[src/sram_host_pkg.sv]
// Constants and types shared by the SRAM host controller files
// Operation
// - Read keeps write strobe high throughout
// - Address valid before chip select falls
// - Address changes only with strobes high
// - Host never drives bus while memory drives
// - Output gate high to release data pins
// - Write cycles at least 15 ns apart
// - Write strobe low at least 10 ns
// - Select and address valid 10 ns before end
// - Twenty-bit word address on lines 0-19
package sram_host_pkg;
	localparam int ADDR_W = 20;
	localparam int DATA_W = 16;
	localparam int CLK_PERIOD_NS = 40;
	localparam int WRITE_CYCLE_NS = 15;
	localparam int WRITE_PULSE_NS = 10;
	localparam int READ_CYCLE_NS = 15;
	localparam int OE_ACCESS_NS = 7;
	localparam int HIZ_NS = 7;
	localparam int WRITE_PULSE_CYC = (WRITE_PULSE_NS + CLK_PERIOD_NS - 1) / CLK_PERIOD_NS;
	localparam int READ_CYCLE_CYC = (READ_CYCLE_NS + CLK_PERIOD_NS - 1) / CLK_PERIOD_NS;
	localparam int HIZ_CYC = (HIZ_NS + CLK_PERIOD_NS - 1) / CLK_PERIOD_NS;
	localparam int WRITE_CYCLE_CYC = (WRITE_CYCLE_NS + CLK_PERIOD_NS - 1) / CLK_PERIOD_NS;
	localparam int CNT_W = 4;
	localparam logic [CNT_W-1:0] WRITE_PULSE_CNT = CNT_W'(WRITE_PULSE_CYC);
	localparam logic [CNT_W-1:0] READ_CNT = CNT_W'(READ_CYCLE_CYC + 1);
	localparam logic [CNT_W-1:0] HIZ_CNT = CNT_W'(HIZ_CYC);
	localparam logic [CNT_W-1:0] RECOVER_CNT = CNT_W'(WRITE_CYCLE_CYC);

	typedef struct packed {
		logic              write;
		logic [ADDR_W-1:0] addr;
		logic [DATA_W-1:0] wdata;
		logic [1:0]        lanes;
	} req_t;

	typedef struct packed {
		logic              cs_n;
		logic              we_n;
		logic              oe_n;
		logic              lb_n;
		logic              ub_n;
		logic [ADDR_W-1:0] addr;
	} strobe_t;

	typedef enum logic [5:0] {
		ST_IDLE   = 6'h01,
		ST_SETUP  = 6'h02,
		ST_WPULSE = 6'h04,
		ST_READ   = 6'h08,
		ST_RELEASE= 6'h10,
		ST_RECOV  = 6'h20
	} state_t;
endpackage : sram_host_pkg

[src/sram_sync2.sv]
// Two-flop synchroniser for a data bus
module sram_sync2 #(
	parameter int W = 16
) (
	input  wire logic         i_clk,
	input  wire logic         i_rst,
	input  wire logic [W-1:0] i_d,
	output logic      [W-1:0] o_q
);
	logic [W-1:0] meta_reg;
	logic [W-1:0] q_reg;

	always_ff @(posedge i_clk or posedge i_rst) begin
		if (i_rst) begin
			meta_reg <= '0;
			q_reg    <= '0;
		end else begin
			meta_reg <= i_d;
			q_reg    <= meta_reg;
		end
	end

	assign o_q = q_reg;
endmodule : sram_sync2

[src/sram_host.sv]
// Host controller that runs read and write cycles on an asynchronous 16-bit SRAM
module sram_host (
	// Clock and reset
	input  wire logic                               I_CLK,
	input  wire logic                               I_RST,
	// Request side
	input  wire logic                               I_REQ_VALID,
	input  wire sram_host_pkg::req_t                I_REQ,
	output logic                                    O_REQ_READY,
	output logic                                    O_RD_VALID,
	output logic [sram_host_pkg::DATA_W-1:0]        O_RD_DATA,
	// Memory pins
	output sram_host_pkg::strobe_t                  O_MEM,
	input  wire logic [sram_host_pkg::DATA_W-1:0]   I_DQ,
	output logic [sram_host_pkg::DATA_W-1:0]        O_DQ,
	output logic [1:0]                              O_DQ_OE_N
);
	sram_host_pkg::state_t                   state_reg, state_next;
	logic [sram_host_pkg::CNT_W-1:0]         cnt_reg, cnt_next;
	sram_host_pkg::req_t                     req_reg, req_next;
	sram_host_pkg::strobe_t                  mem_reg, mem_next;
	logic [sram_host_pkg::DATA_W-1:0]        dq_reg, dq_next;
	logic [1:0]                              dqoe_reg, dqoe_next;
	logic                                    ready_reg, ready_next;
	logic                                    rdv_reg, rdv_next;
	logic [sram_host_pkg::DATA_W-1:0]        rdata_reg, rdata_next;
	logic [sram_host_pkg::DATA_W-1:0]        dq_sync;

	sram_sync2 #(.W(sram_host_pkg::DATA_W)) u_dq_sync (
		.i_clk (I_CLK),
		.i_rst (I_RST),
		.i_d   (I_DQ),
		.o_q   (dq_sync)
	);

	logic                                    take;
	logic                                    cnt_done;
	logic                                    wp_end;
	logic                                    rd_end;

	// Shared decode of the sequencer position
	assign take     = (state_reg == sram_host_pkg::ST_IDLE) && I_REQ_VALID && ready_reg;
	assign cnt_done = (cnt_reg == '0);
	// A write pulse ends on its last counted cycle
	assign wp_end   = (state_reg == sram_host_pkg::ST_WPULSE) && (cnt_reg <= 4'h1);
	assign rd_end   = (state_reg == sram_host_pkg::ST_READ) && cnt_done;

	// Sequencer: state, cycle counter, request latch and ready flag
	always_comb begin
		state_next = state_reg;
		cnt_next   = cnt_reg;
		req_next   = req_reg;
		ready_next = ready_reg;
		// Counter runs down to zero and then rests
		if (!cnt_done) begin
			cnt_next = cnt_reg - 1'h1;
		end

		case (state_reg)
			sram_host_pkg::ST_IDLE: begin
				// A request is taken only while the port is idle and offered
				if (take) begin
					req_next   = I_REQ;
					ready_next = 1'h0;
					state_next = sram_host_pkg::ST_SETUP;
				end
			end
			sram_host_pkg::ST_SETUP: begin
				// Counts cover pulse width, access time and the synchroniser
				if (req_reg.write) begin
					cnt_next   = sram_host_pkg::WRITE_PULSE_CNT;
					state_next = sram_host_pkg::ST_WPULSE;
				end else begin
					cnt_next   = sram_host_pkg::READ_CNT;
					state_next = sram_host_pkg::ST_READ;
				end
			end
			sram_host_pkg::ST_WPULSE: begin
				// Recovery keeps the next address change clear of this write
				if (wp_end) begin
					cnt_next   = sram_host_pkg::RECOVER_CNT;
					state_next = sram_host_pkg::ST_RECOV;
				end
			end
			sram_host_pkg::ST_READ: begin
				if (rd_end) begin
					// Give the memory its turn-off time before the bus is offered again
					cnt_next   = sram_host_pkg::HIZ_CNT;
					state_next = sram_host_pkg::ST_RELEASE;
				end
			end
			sram_host_pkg::ST_RELEASE: begin
				if (cnt_done) begin
					ready_next = 1'h1;
					state_next = sram_host_pkg::ST_IDLE;
				end
			end
			sram_host_pkg::ST_RECOV: begin
				if (cnt_done) begin
					ready_next = 1'h1;
					state_next = sram_host_pkg::ST_IDLE;
				end
			end
			default: begin
				// Unknown state: return to idle and offer the port again
				ready_next = 1'h1;
				state_next = sram_host_pkg::ST_IDLE;
			end
		endcase
	end

	always_ff @(posedge I_CLK or posedge I_RST) begin
		if (I_RST) begin
			state_reg <= sram_host_pkg::ST_IDLE;
			cnt_reg   <= '0;
			req_reg   <= '0;
			ready_reg <= 1'h1;
		end else begin
			state_reg <= state_next;
			cnt_reg   <= cnt_next;
			req_reg   <= req_next;
			ready_reg <= ready_next;
		end
	end

	// Memory pins: address, strobes, write data and its lane drivers
	always_comb begin
		mem_next  = mem_reg;
		dq_next   = dq_reg;
		dqoe_next = dqoe_reg;
		case (state_reg)
			sram_host_pkg::ST_IDLE: begin
				if (take) begin
					// Address settles while all strobes stay high
					mem_next.addr = I_REQ.addr;
				end
			end
			sram_host_pkg::ST_SETUP: begin
				mem_next.cs_n = 1'h0;
				mem_next.lb_n = ~req_reg.lanes[0];
				mem_next.ub_n = ~req_reg.lanes[1];
				if (req_reg.write) begin
					mem_next.we_n = 1'h0;
					mem_next.oe_n = 1'h1;
					dq_next       = req_reg.wdata;
					// Drive from the same edge as the low strobe; the high output gate has already floated the memory
					dqoe_next     = ~req_reg.lanes;
				end else begin
					mem_next.we_n = 1'h1;
					mem_next.oe_n = 1'h0;
					dqoe_next     = 2'h3;
				end
			end
			sram_host_pkg::ST_WPULSE: begin
				if (wp_end) begin
					// Strobe and select rise together; data held one more cycle
					mem_next.we_n = 1'h1;
					mem_next.cs_n = 1'h1;
					mem_next.lb_n = 1'h1;
					mem_next.ub_n = 1'h1;
				end
			end
			sram_host_pkg::ST_READ: begin
				if (rd_end) begin
					// Close the access; the memory still owns the bus for its turn-off time
					mem_next.oe_n = 1'h1;
					mem_next.cs_n = 1'h1;
					mem_next.lb_n = 1'h1;
					mem_next.ub_n = 1'h1;
				end
			end
			sram_host_pkg::ST_RECOV: begin
				// Write data held past the strobe edge, then released
				dqoe_next = 2'h3;
			end
			default: begin
				// Any other state leaves the bus to the memory
				dqoe_next = 2'h3;
			end
		endcase
	end

	always_ff @(posedge I_CLK or posedge I_RST) begin
		if (I_RST) begin
			mem_reg  <= '{cs_n: 1'h1, we_n: 1'h1, oe_n: 1'h1, lb_n: 1'h1, ub_n: 1'h1, addr: '0};
			dq_reg   <= '0;
			dqoe_reg <= 2'h3;
		end else begin
			mem_reg  <= mem_next;
			dq_reg   <= dq_next;
			dqoe_reg <= dqoe_next;
		end
	end

	// Read response: data captured from the synchronised bus at the end of the access
	// Valid pulses for one cycle; data holds until the next read
	always_comb begin
		rdv_next   = 1'h0;
		rdata_next = rdata_reg;
		if (rd_end) begin
			rdata_next = dq_sync;
			rdv_next   = 1'h1;
		end
	end

	always_ff @(posedge I_CLK or posedge I_RST) begin
		if (I_RST) begin
			rdv_reg   <= 1'h0;
			rdata_reg <= '0;
		end else begin
			rdv_reg   <= rdv_next;
			rdata_reg <= rdata_next;
		end
	end

	// Every output is a register
	assign O_REQ_READY = ready_reg;
	assign O_RD_VALID  = rdv_reg;
	assign O_RD_DATA   = rdata_reg;
	assign O_MEM       = mem_reg;
	assign O_DQ        = dq_reg;
	assign O_DQ_OE_N   = dqoe_reg;
endmodule : sram_host

[config.mk]
export PLATFORM = sky130hd
export DESIGN_NAME = sram_host
export DESIGN_NICKNAME = d
export VERILOG_FILES = /design/src/sram_host_pkg.sv /design/src/sram_sync2.sv /design/src/sram_host.sv
export SDC_FILE = /design/constraint.sdc
export NUM_CORES = 1
export LEC_CHECK = 0
export BUFFER_PORTS_ARGS = -buffer_cell sky130_fd_sc_hd__buf_4
export CORE_ASPECT_RATIO = 2
export CORE_UTILIZATION = 47
export CTS_BUF_LIST = sky130_fd_sc_hd__clkbuf_16
export CTS_CLUSTER_SIZE = 12
export DETAILED_ROUTE_END_ITERATION = 7
export GPL_ROUTABILITY_DRIVEN = 0
export PLACE_DENSITY = 0.76
export SYNTH_ARGS = -nofsm -noshare
export SYNTH_HDL_FRONTEND = slang
export SYNTH_SLANG_ARGS = --single-unit
[constraint.sdc]
create_clock -name I_CLK -period 3.9 [get_ports I_CLK]
set_clock_uncertainty 0.15 [all_clocks]
set_input_delay 0.78 -clock I_CLK [delete_from_list [all_inputs] [get_ports I_CLK]]
set_output_delay 0.78 -clock I_CLK [all_outputs]
set_load 0.02 [all_outputs]
==> flow_summary.ini <==
[status]
outcome = completed

[floorplan]
die_y_um = 139.8
initial_core_util_pct = 48.16
coreArea_um2 = 9259
die_x_um = 70.88
rows = 50
num_io_pins = 119
die_area_um2 = 9905

[setup_path]
r2r_cells = 5
path_cells = nor3_1 -> and3_1 -> nand3_2 -> buf_4 -> mux2_2
path_depth = 5
rrSetupSlack_ns = 1.49
crit_family = simple AND/OR/NAND/NOR gates
cpPeakStageDelay_ns = 0.49
crit_path_start = state_reg[1]$_DFFE_PP0P_
setup.worst_path.end_class = flop
cp_max_fo = 24
cpMaxStageDelayCell = dfrtp_1
critPathRequiredTime_ns = 4.04
cp_num_buf_inv = 1
rr_endpoint = O_MEM[16]$_DFFE_PP0P_
cp.arrival_ns = 2.55
r2r_start = state_reg[1]$_DFFE_PP0P_
critPathLaunchType = flop
worstSetupPathType = flop to flop
crit_end = O_MEM[16]$_DFFE_PP0P_

[routing]
antenna_left = 0
drtIter0Drc = 251
viasPerCell = 5.171
wl_per_cell_um = 15.96
route.met2.wl_mm = 4.805
num_vias = 2906
dr.pass1.iters = 7
drc_errors = 0
top_layer_used = met4
wl_met1_mm = 3.386
finalWirelength_mm = 8.972
wl_met3_um = 434

[grt]
global_route.usage.total_pct = 19.99
grt_pass1_wl_mm = 14.75
antenna_found_initial = 0
grt_overflow = 0
grt_max_degree = 123
grt_pass1_vias = 3096

[cells_and_area]
largest_reg_flops = 25
mostFrequentLayoutCell = buf_4
regArea_um2 = 3064
multiInputGateArea_um2 = 1324
finalInstanceArea_um2 = 6017
fin_nets = 506
fillCellCount = 753
diodes = 0
drive_above_1_share_pct = 48.91
areaGrowthSynthToFinish_pct = 34.93
layout_common_cells = buf_4, dfrtp_1, nand2_1
fin_util_pct = 64.99

[run]
cap_violations = 0

[clock_network]
cts_tree = built
cts_buffers = 17
clockBufferDepth = 2
cts.reportedPaths.clkPinSlew_ns = 0.06
numClockSinks = 122
hold_buffers = 0
cts_root_buf = clkbuf_16
worstSkewPairLatency_ns = 0.41
htree_levels = 4
postCtsSetupBuffers = 0
cts_resized = 0

[pwr]
vdd_ir_drop_max_mv = 0.5564
p_leak_nw = 3.012
power_density_nw_per_um2 = 892.7

[placement]
dpl_worst_slack_ns = 1.511
dp_hpwl_mm = 6.057
portBuffers = 118
placed_area_um2 = 5465

[sta]
rsz0062_at_grt = false
slew_violations = 0
hold_slack_ns = 0.1952
period_share_pct = 61.69
period_needed_ns = 2.406
max_freq_mhz = 415.7
setup_ws_ns = 1.494
slew_headroom_pct = 44.18
setup-tns-final_ns = 0
max_slew.worst_pin.slew_ns = 0.8373
hold_violations = 0
setup_viol = 0

[synthesis]
async_flop_share_pct = 100.0
syn_inst = 314
yosysWarnings = 0
ys_seq_elements = 122
synth_edf_count = 0
syn_area_um2 = 4459
synth_top_flop_cell = dfrtp_1
synth_nets = 375
ys_types = 39
ys_seq_area_share_pct = 68.71
avgSynthCellArea_um2 = 14.20

[worst_hold_path]
hp-class = flop to flop
Yosys cell counts, types with 2 or more instances:
library cell / n / area share [%]
o31ai_1: 2 / 0.34
dfrtp_1: 113 / 63
inv_1: 6 / 0.51
ha_1: 3 / 0.84
o22a_1: 2 / 0.39
a21oi_1: 8 / 0.90
buf_2: 7 / 0.79
nand2_1: 53 / 4.5
a21o_1: 2 / 0.34
mux2_4: 8 / 2.7
and3_1: 2 / 0.28
nand2b_1: 2 / 0.28
nor3_1: 6 / 0.67
nand3_1: 5 / 0.56
mux2_2: 49 / 12
o21a_1: 4 / 0.67
dfstp_2: 9 / 5.3
nor4_1: 2 / 0.28
nor2_1: 11 / 0.93
how the worst min path moves through the flow:
stage / cells after the start / slack [ns] / end / startpoint
after detailed placement: 0 / 0.18 / u_dq_sync.o_q[4]$_DFF_PP0_ / u_dq_sync.meta_reg[4]$_DFF_PP0_
after global routing: 0 / 0.20 / u_dq_sync.o_q[0]$_DFF_PP0_ / u_dq_sync.meta_reg[0]$_DFF_PP0_
after floorplan: 0 / 0.18 / u_dq_sync.o_q[0]$_DFF_PP0_ / u_dq_sync.meta_reg[0]$_DFF_PP0_
after global placement: 0 / 0.18 / u_dq_sync.o_q[3]$_DFF_PP0_ / u_dq_sync.meta_reg[3]$_DFF_PP0_
final: 0 / 0.20 / u_dq_sync.o_q[0]$_DFF_PP0_ / u_dq_sync.meta_reg[0]$_DFF_PP0_
after CTS: 0 / 0.19 / u_dq_sync.o_q[0]$_DFF_PP0_ / u_dq_sync.meta_reg[0]$_DFF_PP0_
report_power, final:
part	total (mW)	internal (mW)	switching (mW)	leakage [nW]
registers	2.03	1.75	0.280	1.48
logic	1.91	0.928	0.978	1.27
clock network	1.43	0.871	0.563	0.260
total	5.37	3.55	1.82	3.01
cell families after synthesis:
group | synth area share, %
AOI/OAI and AO/OA | 4.013
DFF | 68.71
muxes | 15.07
xor gates and xnor gates | 0.3929
buffers and inverters | 1.711
and+or+nand+nor | 9.259
adders and majority gates | 0.8418
through the flow:
stage / power (mW) / std cells
global route: 5.651 / 562
global placement: 3.890 / 530
detailed placement: 3.960 / 530
floorplan: 3.213 / 314
CTS: 5.427 / 562
finish: 5.372 / 562
routing by layer:
metal  track usage (%)  vias up
li1                  -     1337
met1             22.42     1441
met2             32.95      100
met3             5.214       28
met4             13.37        0
met5                 0        -
layout make-up:
class	count	share of cell area, %
clock inverters	15	2.100
multi-input cells	177	22.00
flip-flops and latches	122	50.93
clock buffers	17	7.070
repair buffers	121	15.30
inverters	6	0.4367
well taps	104	2.163
(Power assumes the default switching activity.)
